<file path="src/clock_timer_map.svh">
// Purpose: offsets, field positions, reset values and counts of the clock and basic timer block
// Assumes: 8-bit register file port, byte addresses
// Notes: definitions only
`ifndef CLOCK_TIMER_MAP_SVH
`define CLOCK_TIMER_MAP_SVH

`define BT_CTRL_ADDR       8'hD3
`define CPU_DIV_CTRL_ADDR  8'hD4
`define OSC_CTRL_ADDR      8'hFB
`define BT_COUNT_ADDR      8'hFD

`define BT_CTRL_RESET      8'h00
`define CPU_DIV_RESET      8'h00
`define OSC_CTRL_RESET     8'h00

`define BT_WDOG_OFF_CODE   4'hA
`define BT_CNT_CLR_BIT     1
`define BT_PRE_CLR_BIT     0
`define CPU_DIV_MASK       8'h18
`define OSC_CTRL_MASK      8'h1D

`define PRESCALE_WIDTH     12
`define DIV_TAP_4096       11
`define DIV_TAP_1024       9
`define DIV_TAP_128        6
`define DIV_TAP_16         3
`define DIV_TAP_8          2
`define DIV_TAP_2          0

`endif

</file>
<file path="src/clock_timer_pkg.sv">
// Purpose: types of the clock and basic timer block
// Assumes: nothing
// Notes: field layouts follow the register map
package clock_timer_pkg;

    typedef enum logic [1:0] {
        CPU_DIV16,
        CPU_DIV8,
        CPU_DIV2,
        CPU_DIV1
    } cpu_div_t;

    typedef struct packed {
        logic       write;
        logic       read;
        logic [7:0] addr;
        logic [7:0] wdata;
    } reg_req_t;

    typedef struct packed {
        logic [3:0] wdogCode;
        logic [1:0] btClkSel;
    } bt_ctrl_t;

    typedef struct packed {
        logic strongDriveOff;
        logic mainStop;
        logic subStop;
        logic subSelect;
    } osc_ctrl_t;

endpackage

</file>
<file path="src/clock_prescaler.sv">
// Purpose: free running divider chain on the base clock
// Assumes: clear is a one-cycle pulse
// Notes: bit n toggles at base/2^(n+1)
`timescale 1ns/100ps
module clock_prescaler #(
    parameter int WIDTH = 12
) (
    input  wire logic             core_clk,
    input  wire logic             rst_n,
    input  wire logic             clear,
    output logic      [WIDTH-1:0] count
);
    logic [WIDTH-1:0] count_reg;
    logic [WIDTH-1:0] count_next;

    always_comb begin
        count_next = clear ? '0 : count_reg + {{(WIDTH-1){1'b0}}, 1'b1};
    end

    always_ff @(posedge core_clk) begin
        if (!rst_n) begin
            count_reg <= '0;
        end else begin
            count_reg <= count_next;
        end
    end

    assign count = count_reg;
endmodule // clock_prescaler

</file>
<file path="src/clock_timer_ctrl.sv">
// Purpose: clock source select, CPU divider, oscillator control, basic timer, watchdog gate
// Assumes: core_clk is the selected oscillator clock; register port is register addressing only
// Notes: registered read data, one cycle after the address
`timescale 1ns/100ps
`include "clock_timer_map.svh"
module clock_timer_ctrl (
    input  wire logic                        core_clk,
    input  wire logic                        rst_n,
    input  wire clock_timer_pkg::reg_req_t   regReq,
    output logic                       [7:0] regRdata,
    output logic                             subClkSelect,
    output logic                             mainOscStop,
    output logic                             subOscStop,
    output logic                             subDriveNormal,
    output logic                             cpuClkTick,
    output logic                             watchdogEnable,
    output logic                       [7:0] btCount,
    output logic                             btOverflow
);
    typedef struct packed {
        clock_timer_pkg::bt_ctrl_t  bt;
        clock_timer_pkg::cpu_div_t  cpuDiv;
        clock_timer_pkg::osc_ctrl_t osc;
        logic [7:0]                 btCnt;
        logic                       btTapLast;
        logic                       cpuTapLast;
        logic                       btTick;
        logic                       cpuTick;
        logic                       btOvf;
        logic                       wdogEn;
        logic [7:0]                 rdata;
    } state_t;

    state_t                          state_reg;
    state_t                          state_next;
    logic [`PRESCALE_WIDTH-1:0]      prescale;
    logic                            preClear;
    logic                            btTap;
    logic                            cpuTap;
    logic                            btWr;

    assign btWr     = regReq.write && regReq.addr == `BT_CTRL_ADDR;
    assign preClear = btWr && regReq.wdata[`BT_PRE_CLR_BIT];

    // Base clock is core_clk, already the selected oscillator
    clock_prescaler #(.WIDTH(`PRESCALE_WIDTH)) prescaler_u (
        .core_clk (core_clk),
        .rst_n    (rst_n),
        .clear    (preClear),
        .count    (prescale)
    );

    always_comb begin
        case (state_reg.bt.btClkSel)
            2'b00:   btTap = prescale[`DIV_TAP_4096];
            2'b01:   btTap = prescale[`DIV_TAP_1024];
            2'b10:   btTap = prescale[`DIV_TAP_128];
            default: btTap = 1'b0;
        endcase
        case (state_reg.cpuDiv)
            clock_timer_pkg::CPU_DIV16: cpuTap = prescale[`DIV_TAP_16];
            clock_timer_pkg::CPU_DIV8:  cpuTap = prescale[`DIV_TAP_8];
            clock_timer_pkg::CPU_DIV2:  cpuTap = prescale[`DIV_TAP_2];
            default:                    cpuTap = ~state_reg.cpuTapLast;
        endcase
    end

    always_comb begin
        state_next            = state_reg;
        state_next.btTapLast  = preClear ? 1'b0 : btTap;
        state_next.cpuTapLast = preClear ? 1'b0 : cpuTap;
        state_next.btTick     = btTap && !state_reg.btTapLast && !preClear;
        state_next.cpuTick    = (state_reg.cpuDiv == clock_timer_pkg::CPU_DIV1)
                                || (cpuTap && !state_reg.cpuTapLast);
        state_next.btOvf      = 1'b0;
        if (state_reg.btTick) begin
            state_next.btCnt = state_reg.btCnt + 8'h01;
            state_next.btOvf = state_reg.btCnt == 8'hFF;
        end
        if (regReq.write) begin
            case (regReq.addr)
                `BT_CTRL_ADDR: begin
                    state_next.bt.wdogCode = regReq.wdata[7:4];
                    state_next.bt.btClkSel = regReq.wdata[3:2];
                    if (regReq.wdata[`BT_CNT_CLR_BIT]) begin
                        state_next.btCnt = 8'h00;
                        state_next.btOvf = 1'b0;
                    end
                end
                `CPU_DIV_CTRL_ADDR: begin
                    state_next.cpuDiv = clock_timer_pkg::cpu_div_t'(regReq.wdata[4:3]);
                end
                `OSC_CTRL_ADDR: begin
                    state_next.osc.strongDriveOff = regReq.wdata[4];
                    state_next.osc.mainStop       = regReq.wdata[3];
                    state_next.osc.subStop        = regReq.wdata[2];
                    state_next.osc.subSelect      = regReq.wdata[0];
                end
                default: ;
            endcase
        end
        // Enable kept in a flop so the output needs no gate
        state_next.wdogEn = state_next.bt.wdogCode != `BT_WDOG_OFF_CODE;
        // Clear bits read back zero: they are not stored, they act only in the cycle of the write
        case (regReq.addr)
            `BT_CTRL_ADDR:      state_next.rdata = {state_reg.bt.wdogCode,
                                                    state_reg.bt.btClkSel, 2'b00};
            `CPU_DIV_CTRL_ADDR: state_next.rdata = {3'b000, state_reg.cpuDiv, 3'b000};
            `OSC_CTRL_ADDR:     state_next.rdata = {3'b000, state_reg.osc.strongDriveOff,
                                                    state_reg.osc.mainStop,
                                                    state_reg.osc.subStop, 1'b0,
                                                    state_reg.osc.subSelect};
            `BT_COUNT_ADDR:     state_next.rdata = state_reg.btCnt;
            default:            state_next.rdata = 8'h00;
        endcase
    end

    always_ff @(posedge core_clk) begin
        if (!rst_n) begin
            state_reg        <= '0;
            state_reg.wdogEn <= 1'b1;
        end else begin
            state_reg <= state_next;
        end
    end

    assign regRdata       = state_reg.rdata;
    assign subClkSelect   = state_reg.osc.subSelect;
    assign mainOscStop    = state_reg.osc.mainStop;
    assign subOscStop     = state_reg.osc.subStop;
    assign subDriveNormal = state_reg.osc.strongDriveOff;
    assign cpuClkTick     = state_reg.cpuTick;
    assign watchdogEnable = state_reg.wdogEn;
    assign btCount        = state_reg.btCnt;
    assign btOverflow     = state_reg.btOvf;
endmodule // clock_timer_ctrl

</file>
<file path="config.mk">
export PLATFORM = sky130hd
export DESIGN_NAME = clock_timer_ctrl
export DESIGN_NICKNAME = d
export VERILOG_FILES = /design/src/clock_timer_pkg.sv /design/src/clock_prescaler.sv /design/src/clock_timer_ctrl.sv
export VERILOG_INCLUDE_DIRS = /design/src
export SDC_FILE = /design/constraint.sdc
export NUM_CORES = 1
export LEC_CHECK = 0
export BUFFER_PORTS_ARGS = -buffer_cell sky130_fd_sc_hd__buf_2
export CAP_MARGIN = 20
export CORE_UTILIZATION = 54
export CTS_BUF_LIST = sky130_fd_sc_hd__clkbuf_16
export CTS_CLUSTER_DIAMETER = 30
export DETAILED_ROUTE_END_ITERATION = 7
export GPL_TIMING_DRIVEN = 0
export PLACE_DENSITY = 0.77
export SETUP_SLACK_MARGIN = 0.02
export SLEW_MARGIN = 20
export SYNTH_ARGS = -nofsm -noshare
export SYNTH_HDL_FRONTEND = slang
export SYNTH_SLANG_ARGS = --single-unit
</file>
<file path="constraint.sdc">
create_clock -name core_clk -period 1.61 [get_ports core_clk]
set_input_delay 0 -clock core_clk [delete_from_list [all_inputs] [get_ports core_clk]]
set_output_delay 0 -clock core_clk [all_outputs]
set_load 0.05 [all_outputs]
</file>
==> results of run 1 <==
## worst max-delay path: cells and delay by family (launching register included)
family	cells	cell delay [ns]
xor gates and xnor gates	1	0.14
DFF	1	0.44
adders and majority gates	1	0.21
and+or+nand+nor	3	0.38
## layer usage
layer  global-route usage  up-vias  part of all wire
met5                    0        -                 0
met1                0.293      801              0.48
met4               0.0722        0            0.0093
met2                0.364       41              0.46
li1                     -      880                 -
met3               0.0571        6             0.046
## cell families after synthesis
family	count (synthesis)	synth area share
AOI/OAI and AO/OA	23	0.0801
DFF	46	0.440
xor gates and xnor gates	17	0.0711
muxes	13	0.0627
and+or+nand+nor	102	0.252
buffers and inverters	25	0.0824
adders and majority gates	2	0.0119
## area by class of cell
cell class              instances  area (um2)  share of cell area
plain buffers                  20         154              0.0605
clock buffers                   5         125              0.0492
clock inverters                 2        7.51             0.00295
inverters                       5        18.8             0.00738
multi-input cells             157        1000               0.394
flip-flops and latches         46         921               0.362
well taps                      48        60.1              0.0236
repair buffers                 46         255               0.100
## final timing paths
kind | slack [ns] | from | endpoint | cells after the start
max | 0.33 | btCount[0]$_SDFF_PN0_ | btCount[6]$_SDFF_PN0_ | 5
min | 0.01 | regReq[3] | state_reg[26]$_SDFFE_PN0P_ | 3
max reg2reg | 0.33 | btCount[0]$_SDFF_PN0_ | btCount[6]$_SDFF_PN0_ | 5
min reg2reg | 0.40 | state_reg[13]$_SDFF_PP0_ | state_reg[11]$_SDFF_PN0_ | 1
## repair_timing
| action | CTS | global route |
|---|---|---|
| setup buffers | 0 | 0 |
| hold buffers | 5 | 0 |
| endpoints found under the hold margin | 5 | 0 |
## stage by stage
stage               hold slack, ns  instance area (um2)  cells
finish                     0.00963                 2540    329
global route                0.0116                 2540    329
CTS                       0.000839                 2540    329
detailed placement           0.236                 2360    317
global placement             0.240                 2360    317
floorplan                   0.0800                 2090    228
## power breakdown
part	internal [mW]	switching, mW	total (mW)	leakage (nW)
Clock	0.554	0.378	0.932	0.0723
Sequential	1.15	0.00942	1.15	0.371
Combinational	0.0491	0.0663	0.115	0.612
## synth_stat cells (2+ instances only)
cell	count	area, um2
sky130_fd_sc_hd__and3_1	6	37.5
sky130_fd_sc_hd__mux2i_1	12	120
sky130_fd_sc_hd__nor4b_1	2	17.5
sky130_fd_sc_hd__nor2_1	44	165
sky130_fd_sc_hd__nand2_1	13	48.8
sky130_fd_sc_hd__buf_4	17	128
sky130_fd_sc_hd__nand3b_1	2	15.0
sky130_fd_sc_hd__xnor2_1	8	70.1
sky130_fd_sc_hd__a22o_1	3	26.3
sky130_fd_sc_hd__nor3_1	7	35.0
sky130_fd_sc_hd__a22oi_1	7	52.6
sky130_fd_sc_hd__buf_6	2	22.5
sky130_fd_sc_hd__nand3_1	9	45.0
sky130_fd_sc_hd__inv_1	5	18.8
sky130_fd_sc_hd__ha_1	2	25.0
sky130_fd_sc_hd__and4_1	2	17.5
sky130_fd_sc_hd__a21oi_1	6	30.0
sky130_fd_sc_hd__dfxtp_1	46	921
sky130_fd_sc_hd__nand4_1	8	50.1
sky130_fd_sc_hd__xor2_1	9	78.8
==> run_summary.xml, run 1 <==
<?xml version="1.0" encoding="UTF-8"?>
<metrics>
  <group name="routing">
    <metric name="detail_route.wl_per_cell" unit="um">13.0</metric>
    <metric name="drt_iter0_drc" unit="">72</metric>
    <metric name="antenna_left" unit="">0</metric>
    <metric name="vias" unit="">1728</metric>
    <metric name="routed_via_density" unit="">5.25</metric>
    <metric name="drc_errors" unit="">0</metric>
    <metric name="finalWirelength" unit="mm">4.28</metric>
    <metric name="detail_route.first_pass.iterations" unit="">4</metric>
  </group>
  <group name="global_route">
    <metric name="gr-usage-all-layers" unit="">0.226</metric>
    <metric name="globalRouteOverflowTotal" unit="">0</metric>
    <metric name="first_global_vias" unit="">1589</metric>
    <metric name="maximum_number_of_pins_on_one_net_before_global_route_repair" unit="">13</metric>
    <metric name="grt_pass1_wl" unit="mm">7.23</metric>
    <metric name="grt_antenna_before_repair" unit="">0</metric>
  </group>
  <group name="critical_path">
    <metric name="critical_path.max_stage_delay" unit="ns">0.44</metric>
    <metric name="path_max_fanout" unit="">5</metric>
    <metric name="cp_common_cell" unit="">sky130_fd_sc_hd__nor2_1</metric>
    <metric name="timing.critical_path.slowest_stage_cell" unit="">sky130_fd_sc_hd__dfxtp_1</metric>
    <metric name="cp-start-kind" unit="">flop</metric>
    <metric name="required" unit="ns">1.78</metric>
    <metric name="crit_type" unit="">flop to flop</metric>
    <metric name="critical_path.cell_chain" unit="">ha_1, nand4_1, nor2_1, xnor2_1, nor2_1</metric>
    <metric name="endpoint_kind" unit="">flop</metric>
    <metric name="critPathArrivalTime" unit="ns">1.45</metric>
  </group>
  <group name="logic_synthesis">
    <metric name="syn-cell-area" unit="um2">2090</metric>
    <metric name="yosysWarnings" unit="">0</metric>
    <metric name="synth_seq_cells" unit="">46</metric>
    <metric name="syn-num-nets" unit="">250</metric>
    <metric name="yosysSeqAreaShare" unit="">0.440</metric>
    <metric name="synthesis.instances" unit="">228</metric>
    <metric name="syn-mean-instance-area" unit="um2">9.19</metric>
    <metric name="yosys.cell_types.count" unit="">38</metric>
    <metric name="asyncSetResetFlopFracSynth" unit="">0</metric>
    <metric name="synth_enable_flop_cells" unit="">0</metric>
    <metric name="synth_ff_type" unit="">sky130_fd_sc_hd__dfxtp_1</metric>
  </group>
  <group name="clocking">
    <metric name="cts_buffers" unit="">5</metric>
    <metric name="numClockSinks" unit="">46</metric>
    <metric name="cts_root_buf" unit="">sky130_fd_sc_hd__clkbuf_16</metric>
    <metric name="cts.htree.levels" unit="">2</metric>
    <metric name="cts-root-to-sink-buffers" unit="">2</metric>
    <metric name="cts.clk_slew.worst_paths" unit="ns">0.06</metric>
    <metric name="cts_tree" unit="">done</metric>
    <metric name="clk_latency" unit="ns">0.28</metric>
    <metric name="postCtsResizedCells" unit="">0</metric>
  </group>
  <group name="placed_design">
    <metric name="worst_setup_slack_before_clock_tree_synthesis" unit="ns">0.250</metric>
    <metric name="place.gp.congestion" unit="">0.862</metric>
    <metric name="hpwl" unit="mm">3.17</metric>
    <metric name="io_buffer_count" unit="">41</metric>
  </group>
  <group name="final_layout">
    <metric name="syn2layout_area_growth" unit="%">21.4</metric>
    <metric name="layout_common_cells" unit="">sky130_fd_sc_hd__dfxtp_1, sky130_fd_sc_hd__nor2_1, sky130_fd_sc_hd__buf_2</metric>
    <metric name="n_fill_cell" unit="">302</metric>
    <metric name="drive_gt1_frac" unit="">0.260</metric>
    <metric name="final_util" unit="">0.689</metric>
    <metric name="finalNetCount" unit="">303</metric>
    <metric name="insertedDiodeCount" unit="">0</metric>
    <metric name="most_common_cell_after_layout_fill_and_taps_aside" unit="">sky130_fd_sc_hd__dfxtp_1</metric>
    <metric name="largest_reg_flops" unit="">12</metric>
  </group>
  <group name="sta">
    <metric name="crit_path_setup_slack_layout" unit="ns">0.333</metric>
    <metric name="final-hold-violation-count" unit="">0</metric>
    <metric name="finalSetupTns" unit="ns">0</metric>
    <metric name="max_freq" unit="MHz">783</metric>
    <metric name="timing.clock.skew" unit="ns">0.00343</metric>
    <metric name="period_needed" unit="ns">1.28</metric>
    <metric name="report.final.setup_viol" unit="">0</metric>
    <metric name="slew_at_the_pin_with_the_worst_max_slew_slack" unit="ns">0.647</metric>
    <metric name="worst_slew_margin_rel" unit="">0.568</metric>
    <metric name="final_min_period_over_clock_period" unit="">0.793</metric>
    <metric name="final_max_slew_viols" unit="">0</metric>
    <metric name="rsz0062_at_grt" unit="">false</metric>
  </group>
  <group name="pwr">
    <metric name="totalPowerFinal" unit="mW">2.20</metric>
    <metric name="cellPowerDensity" unit="nW/um2">866</metric>
    <metric name="total_leakage_power" unit="nW">1.06</metric>
    <metric name="worst_ir_drop_vdd" unit="uV">544</metric>
  </group>
  <group name="run_status">
    <metric name="run_status" unit="">finished clean</metric>
  </group>
  <group name="floorplan">
    <metric name="die_y" unit="um">64.3</metric>
    <metric name="standard_cell_row_count" unit="">22</metric>
    <metric name="boundaryPins" unit="">43</metric>
    <metric name="initial_core_utilization" unit="">0.568</metric>
    <metric name="core-area" unit="um2">3690</metric>
    <metric name="die_x" unit="um">64.3</metric>
    <metric name="fp.dieArea" unit="um2">4130</metric>
  </group>
  <group name="worst_hold_path">
    <metric name="hold_class" unit="">input pin to flop</metric>
  </group>
  <group name="run">
    <metric name="timing.max_cap.violations" unit="">0</metric>
  </group>
</metrics>
Note: power is estimated with default switching activity, not from simulation.
==> run 2, diff against run 1 <==
clock period = 1.3 ns   (was 1.61 ns; I/O delays follow)
==> run_summary.xml, run 2 (synthesized netlist as in run 1, its figures left out) <==
<?xml version="1.0" encoding="UTF-8"?>
<metrics>
  <group name="global_route">
    <metric name="globalRouteOverflowTotal" unit="">0</metric>
    <metric name="grt_pass1_wl" unit="mm">7.23</metric>
    <metric name="grt_antenna_before_repair" unit="">0</metric>
    <metric name="gr-usage-all-layers" unit="">0.226</metric>
    <metric name="maximum_number_of_pins_on_one_net_before_global_route_repair" unit="">13</metric>
    <metric name="first_global_vias" unit="">1589</metric>
  </group>
  <group name="clocking">
    <metric name="cts.htree.levels" unit="">2</metric>
    <metric name="cts.clk_slew.worst_paths" unit="ns">0.06</metric>
    <metric name="clk_latency" unit="ns">0.28</metric>
    <metric name="numClockSinks" unit="">46</metric>
    <metric name="cts-root-to-sink-buffers" unit="">2</metric>
    <metric name="cts_buffers" unit="">5</metric>
    <metric name="post_cts_buffers" unit="">0</metric>
    <metric name="cts_root_buf" unit="">sky130_fd_sc_hd__clkbuf_16</metric>
    <metric name="cts_tree" unit="">done</metric>
  </group>
  <group name="critical_path">
    <metric name="crit_type" unit="">flop to flop</metric>
    <metric name="endpoint_kind" unit="">flop</metric>
    <metric name="path_max_fanout" unit="">7</metric>
    <metric name="cp-start-kind" unit="">flop</metric>
    <metric name="critPathArrivalTime" unit="ns">1.39</metric>
    <metric name="required" unit="ns">1.47</metric>
  </group>
  <group name="routing">
    <metric name="met1_length" unit="mm">2.08</metric>
    <metric name="routed_via_density" unit="">5.24</metric>
    <metric name="drt_iter0_drc" unit="">69</metric>
    <metric name="met3RoutedLength" unit="um">178</metric>
    <metric name="drc_errors" unit="">0</metric>
    <metric name="route.top_layer_used" unit="">met4</metric>
    <metric name="antenna_left" unit="">0</metric>
    <metric name="detail_route.first_pass.iterations" unit="">4</metric>
    <metric name="vias" unit="">1724</metric>
    <metric name="finalWirelength" unit="mm">4.30</metric>
    <metric name="met2WireLength" unit="mm">2.00</metric>
    <metric name="detail_route.wl_per_cell" unit="um">13.1</metric>
  </group>
  <group name="floorplan">
    <metric name="core-area" unit="um2">3690</metric>
    <metric name="fp.dieArea" unit="um2">4130</metric>
    <metric name="die_y" unit="um">64.3</metric>
    <metric name="initial_core_utilization" unit="">0.568</metric>
    <metric name="die_x" unit="um">64.3</metric>
    <metric name="standard_cell_row_count" unit="">22</metric>
    <metric name="boundaryPins" unit="">43</metric>
  </group>
  <group name="final_layout">
    <metric name="drive_gt1_frac" unit="">0.285</metric>
    <metric name="insertedDiodeCount" unit="">0</metric>
    <metric name="final_util" unit="">0.694</metric>
    <metric name="largest_reg_flops" unit="">12</metric>
    <metric name="most_common_cell_after_layout_fill_and_taps_aside" unit="">sky130_fd_sc_hd__dfxtp_1</metric>
    <metric name="final_cells" unit="">329</metric>
    <metric name="syn2layout_area_growth" unit="%">22.3</metric>
    <metric name="finalNetCount" unit="">303</metric>
    <metric name="layout_common_cells" unit="">sky130_fd_sc_hd__dfxtp_1, sky130_fd_sc_hd__nor2_1, sky130_fd_sc_hd__buf_2</metric>
  </group>
  <group name="sta">
    <metric name="final_min_period_over_clock_period" unit="">0.938</metric>
    <metric name="worst_slew_margin_rel" unit="">0.570</metric>
    <metric name="report.final.setup_viol" unit="">0</metric>
    <metric name="period_needed" unit="ns">1.22</metric>
    <metric name="finalSetupTns" unit="ns">0</metric>
    <metric name="final_max_slew_viols" unit="">0</metric>
    <metric name="max_freq" unit="MHz">820</metric>
    <metric name="final-hold-violation-count" unit="">0</metric>
    <metric name="slew_at_the_pin_with_the_worst_max_slew_slack" unit="ns">0.644</metric>
    <metric name="timing.clock.skew" unit="ns">0.00342</metric>
  </group>
  <group name="pwr">
    <metric name="clock_power_share" unit="">0.424</metric>
    <metric name="totalPowerFinal" unit="mW">2.73</metric>
    <metric name="p_sw_frac" unit="">0.207</metric>
    <metric name="p_sw" unit="mW">0.567</metric>
    <metric name="seq_power_share" unit="">0.523</metric>
    <metric name="total_leakage_power" unit="nW">1.06</metric>
    <metric name="internal_power_summed_over_all_cells" unit="mW">2.17</metric>
    <metric name="worst_ir_drop_vdd" unit="uV">689</metric>
    <metric name="cellPowerDensity" unit="nW/um2">1070</metric>
    <metric name="comb_power_share" unit="">0.053</metric>
  </group>
  <group name="placed_design">
    <metric name="placed_cells_incl_taps" unit="">317</metric>
    <metric name="hpwl" unit="mm">3.17</metric>
    <metric name="place.gp.congestion" unit="">0.862</metric>
    <metric name="io_buffer_count" unit="">41</metric>
  </group>
  <group name="run">
    <metric name="timing.max_cap.violations" unit="">0</metric>
  </group>
  <group name="worst_hold_path">
    <metric name="hold_class" unit="">input pin to flop</metric>
  </group>
  <group name="run_status">
    <metric name="run_status" unit="">finished clean</metric>
  </group>
</metrics>
==> run 2: critical path: stages (launching register included) <==
cell	delay, ns
sky130_fd_sc_hd__dfxtp_1	0.44
sky130_fd_sc_hd__nand4_1	0.21
sky130_fd_sc_hd__nor3_1	0.28
sky130_fd_sc_hd__xnor2_1	0.15
sky130_fd_sc_hd__nor2_1	0.05
==> run 2: per-stage QoR <==
step | setup slack [ns] | area (um2) | hold slack (ns)
2_1_floorplan | 0.189 | 2090 | 0.0800
5_1_grt | -0.00562 | 2560 | 0.0116
4_1_cts | 0.0240 | 2540 | 0.000839
6_report | 0.0807 | 2560 | 0.00799
3_5_place_dp | -0.0605 | 2360 | 0.236
3_3_place_gp | -0.0266 | 2360 | 0.240
==> run 2: area by class of cell <==
| type | instances | area (um2) |
|---|---|---|
| Clock buffer | 5 | 125 |
| Tap cell | 48 | 60.1 |
| Clock inverter | 2 | 7.51 |
| Multi-Input combinational cell | 157 | 1020 |
| Sequential cell | 46 | 923 |
| Timing Repair Buffer | 46 | 255 |
| Buffer | 20 | 155 |
| Fill cell | 301 | 1130 |
| Inverter | 5 | 18.8 |
==> run 2: worst paths after layout <==
| path | cells after the start | slack (ns) | start | end |
|---|---|---|---|---|
| worst max-delay path | 4 | 0.08 | prescaler_u.count[2]$_SDFF_PP0_ | prescaler_u.count[9]$_SDFF_PP0_ |
| worst min register to register | 1 | 0.40 | state_reg[13]$_SDFF_PP0_ | state_reg[11]$_SDFF_PN0_ |
| worst max register to register | 4 | 0.08 | prescaler_u.count[2]$_SDFF_PP0_ | prescaler_u.count[9]$_SDFF_PP0_ |
| worst min-delay path | 3 | 0.008 | regReq[3] | state_reg[26]$_SDFFE_PN0P_ |
==> run 2: repair_timing <==
action | 4_1_cts | 5_1_grt
setup endpoints to repair | 0 | 6
endpoints found under the hold margin | 5 | 0
resized for setup | 0 | 8
hold buffers | 5 | 0
==> run 2: per-layer routing <==
layer | track usage | vias up
met2 | 0.364 | 37
met4 | 0.0722 | 0
li1 | - | 880
met5 | 0 | -
met1 | 0.293 | 801
met3 | 0.0571 | 6
==> run 2: power groups by stage <==
stage	Sequential, mW	Clock [mW]	Combinational, mW
after detailed placement	1.46	0	0.130
after CTS	1.43	1.19	0.143
final	1.43	1.16	0.144
after global routing	1.43	1.24	0.160
after global placement	1.46	0	0.128
after floorplan	1.46	0	0.0676
==> run 3, diff against run 2 <==
CAP_MARGIN = default   (was 20)
CORE_UTILIZATION = 50   (was 54)
PLACE_DENSITY = 0.72   (was 0.77)
==> run_summary.xml, run 3 (synthesized netlist as in run 1, its figures left out) <==
<?xml version="1.0" encoding="UTF-8"?>
<metrics>
  <group name="floorplan">
    <metric name="die_y" unit="um">66.7</metric>
    <metric name="initial_core_utilization" unit="">0.524</metric>
    <metric name="boundaryPins" unit="">43</metric>
    <metric name="fp.dieArea" unit="um2">4450</metric>
    <metric name="core-area" unit="um2">4000</metric>
    <metric name="die_x" unit="um">66.7</metric>
    <metric name="standard_cell_row_count" unit="">23</metric>
  </group>
  <group name="sta">
    <metric name="slew_at_the_pin_with_the_worst_max_slew_slack" unit="ns">0.611</metric>
    <metric name="max_freq" unit="MHz">841</metric>
    <metric name="crit_path_setup_slack_layout" unit="ns">0.110</metric>
    <metric name="timing.clock.skew" unit="ns">0.00408</metric>
    <metric name="period_needed" unit="ns">1.19</metric>
    <metric name="worst_slew_margin_rel" unit="">0.592</metric>
    <metric name="final_min_period_over_clock_period" unit="">0.915</metric>
    <metric name="fin_worst_hold_slack" unit="ns">0.0193</metric>
    <metric name="report.final.setup_viol" unit="">0</metric>
    <metric name="final-hold-violation-count" unit="">0</metric>
    <metric name="rsz0062_at_grt" unit="">false</metric>
    <metric name="final_max_slew_viols" unit="">0</metric>
  </group>
  <group name="routing">
    <metric name="antenna_left" unit="">0</metric>
    <metric name="vias" unit="">1762</metric>
    <metric name="detail_route.first_pass.iterations" unit="">4</metric>
    <metric name="finalWirelength" unit="mm">4.37</metric>
    <metric name="drt_iter0_drc" unit="">89</metric>
    <metric name="routed_via_density" unit="">5.28</metric>
    <metric name="detail_route.wl_per_cell" unit="um">13.1</metric>
    <metric name="drc_errors" unit="">0</metric>
  </group>
  <group name="final_layout">
    <metric name="syn2layout_area_growth" unit="%">23.8</metric>
    <metric name="finalNetCount" unit="">305</metric>
    <metric name="layout_common_cells" unit="">sky130_fd_sc_hd__nor2_1, sky130_fd_sc_hd__buf_2, sky130_fd_sc_hd__dfxtp_1</metric>
    <metric name="most_common_cell_after_layout_fill_and_taps_aside" unit="">sky130_fd_sc_hd__nor2_1</metric>
    <metric name="largest_reg_flops" unit="">12</metric>
    <metric name="layout.area.seq" unit="um2">928</metric>
    <metric name="insertedDiodeCount" unit="">0</metric>
    <metric name="final_cells" unit="">334</metric>
    <metric name="multi_input_combinational_cell_area" unit="um2">1020</metric>
    <metric name="drive_gt1_frac" unit="">0.292</metric>
    <metric name="n_fill_cell" unit="">339</metric>
  </group>
  <group name="critical_path">
    <metric name="timing.critical_path.slowest_stage_cell" unit="">sky130_fd_sc_hd__dfxtp_2</metric>
    <metric name="cp-start-kind" unit="">flop</metric>
    <metric name="critPathArrivalTime" unit="ns">1.37</metric>
    <metric name="critical_path.max_stage_delay" unit="ns">0.39</metric>
    <metric name="crit-reg2reg-launch" unit="">btCount[0]$_SDFF_PN0_</metric>
    <metric name="endpoint_kind" unit="">flop</metric>
    <metric name="cp_common_cell" unit="">sky130_fd_sc_hd__nor2_1</metric>
    <metric name="critical_path.cell_chain" unit="">ha_1, nand4_1, nor2_1, xnor2_1, nor2_1</metric>
    <metric name="crit_type" unit="">flop to flop</metric>
    <metric name="required" unit="ns">1.48</metric>
    <metric name="path_max_fanout" unit="">5</metric>
    <metric name="setup.worst_path.start" unit="">btCount[0]$_SDFF_PN0_</metric>
  </group>
  <group name="global_route">
    <metric name="gr-usage-all-layers" unit="">0.210</metric>
    <metric name="maximum_number_of_pins_on_one_net_before_global_route_repair" unit="">14</metric>
    <metric name="first_global_vias" unit="">1505</metric>
    <metric name="globalRouteOverflowTotal" unit="">0</metric>
    <metric name="grt_pass1_wl" unit="mm">6.94</metric>
    <metric name="grt_antenna_before_repair" unit="">0</metric>
  </group>
  <group name="clocking">
    <metric name="clk_latency" unit="ns">0.28</metric>
    <metric name="numClockSinks" unit="">46</metric>
    <metric name="cts_root_buf" unit="">sky130_fd_sc_hd__clkbuf_16</metric>
    <metric name="cts.clk_slew.worst_paths" unit="ns">0.06</metric>
    <metric name="cts-root-to-sink-buffers" unit="">2</metric>
    <metric name="cts_tree" unit="">done</metric>
    <metric name="cts.htree.levels" unit="">2</metric>
    <metric name="cts_buffers" unit="">5</metric>
  </group>
  <group name="pwr">
    <metric name="cellPowerDensity" unit="nW/um2">1060</metric>
    <metric name="worst_ir_drop_vdd" unit="uV">769</metric>
    <metric name="total_leakage_power" unit="nW">1.07</metric>
  </group>
  <group name="worst_hold_path">
    <metric name="timing.hold.worst.start" unit="">regReq[4]</metric>
    <metric name="hold_class" unit="">input pin to flop</metric>
  </group>
  <group name="placed_design">
    <metric name="placed_cells_incl_taps" unit="">319</metric>
    <metric name="hpwl" unit="mm">3.12</metric>
    <metric name="place.gp.congestion" unit="">0.812</metric>
    <metric name="io_buffer_count" unit="">41</metric>
    <metric name="worst_setup_slack_before_clock_tree_synthesis" unit="ns">-0.0579</metric>
  </group>
  <group name="run">
    <metric name="timing.max_cap.violations" unit="">0</metric>
  </group>
  <group name="run_status">
    <metric name="run_status" unit="">finished clean</metric>
  </group>
</metrics>
-- run 3: worst paths after layout --
check / end / slack, ns / depth (start not counted)
max: btCount[6]$_SDFF_PN0_ / 0.11 / 5
min: state_reg[27]$_SDFFE_PN0P_ / 0.02 / 3
max reg2reg: btCount[6]$_SDFF_PN0_ / 0.11 / 5
min reg2reg: state_reg[11]$_SDFF_PN0_ / 0.39 / 1
-- run 3: per-stage QoR --
step           instance area [um2]  total power [mW]  setup TNS [ns]  utilization
5_1_grt                       2590              2.87               0        0.648
2_1_floorplan                 2090              1.53               0            -
3_5_place_dp                  2360              1.59          -0.988        0.591
4_1_cts                       2570              2.79               0        0.643
3_3_place_gp                  2360              1.59          -0.712        0.591
6_report                      2590              2.76               0        0.648
-- run 3: timing repair --
action,in CTS,in global routing
hold buffers,7,0
endpoints found under the hold margin,10,0
gates resized for setup,1,8
setup buffers,0,0
setup endpoints to repair,1,5
pin swaps,0,3
-- run 3: worst max-delay path, delay by kind of cell, from the launching register on --
family	cells	cell delay, ns
adder cells (fa/ha/maj)	1	0.19
XOR/XNOR	1	0.14
AND/OR/NAND/NOR	3	0.36
flip-flops	1	0.39
-- run 3: area by class of cell --
type | instances | area share
tap | 50 | 0.0241
multi-input combinational | 157 | 0.392
clock buffer | 5 | 0.0483
clock inverter | 3 | 0.00483
buffer | 20 | 0.0594
sequential | 46 | 0.358
timing repair buffer | 48 | 0.106
inverter | 5 | 0.00724
-- run 3: layer usage --
| layer | share of wire | up-vias | GRT usage |
|---|---|---|---|
| li1 | - | 886 | - |
| met1 | 0.47 | 823 | 0.281 |
| met2 | 0.48 | 48 | 0.323 |
| met3 | 0.050 | 5 | 0.0565 |
| met4 | 0.0078 | 0 | 0.0718 |
| met5 | 0 | - | 0 |
-- run 3: power breakdown --
part | total (mW) | internal, mW | switching [mW]
Clock | 1.18 | 0.694 | 0.485
Sequential | 1.43 | 1.42 | 0.0115
Combinational | 0.147 | 0.0647 | 0.0821
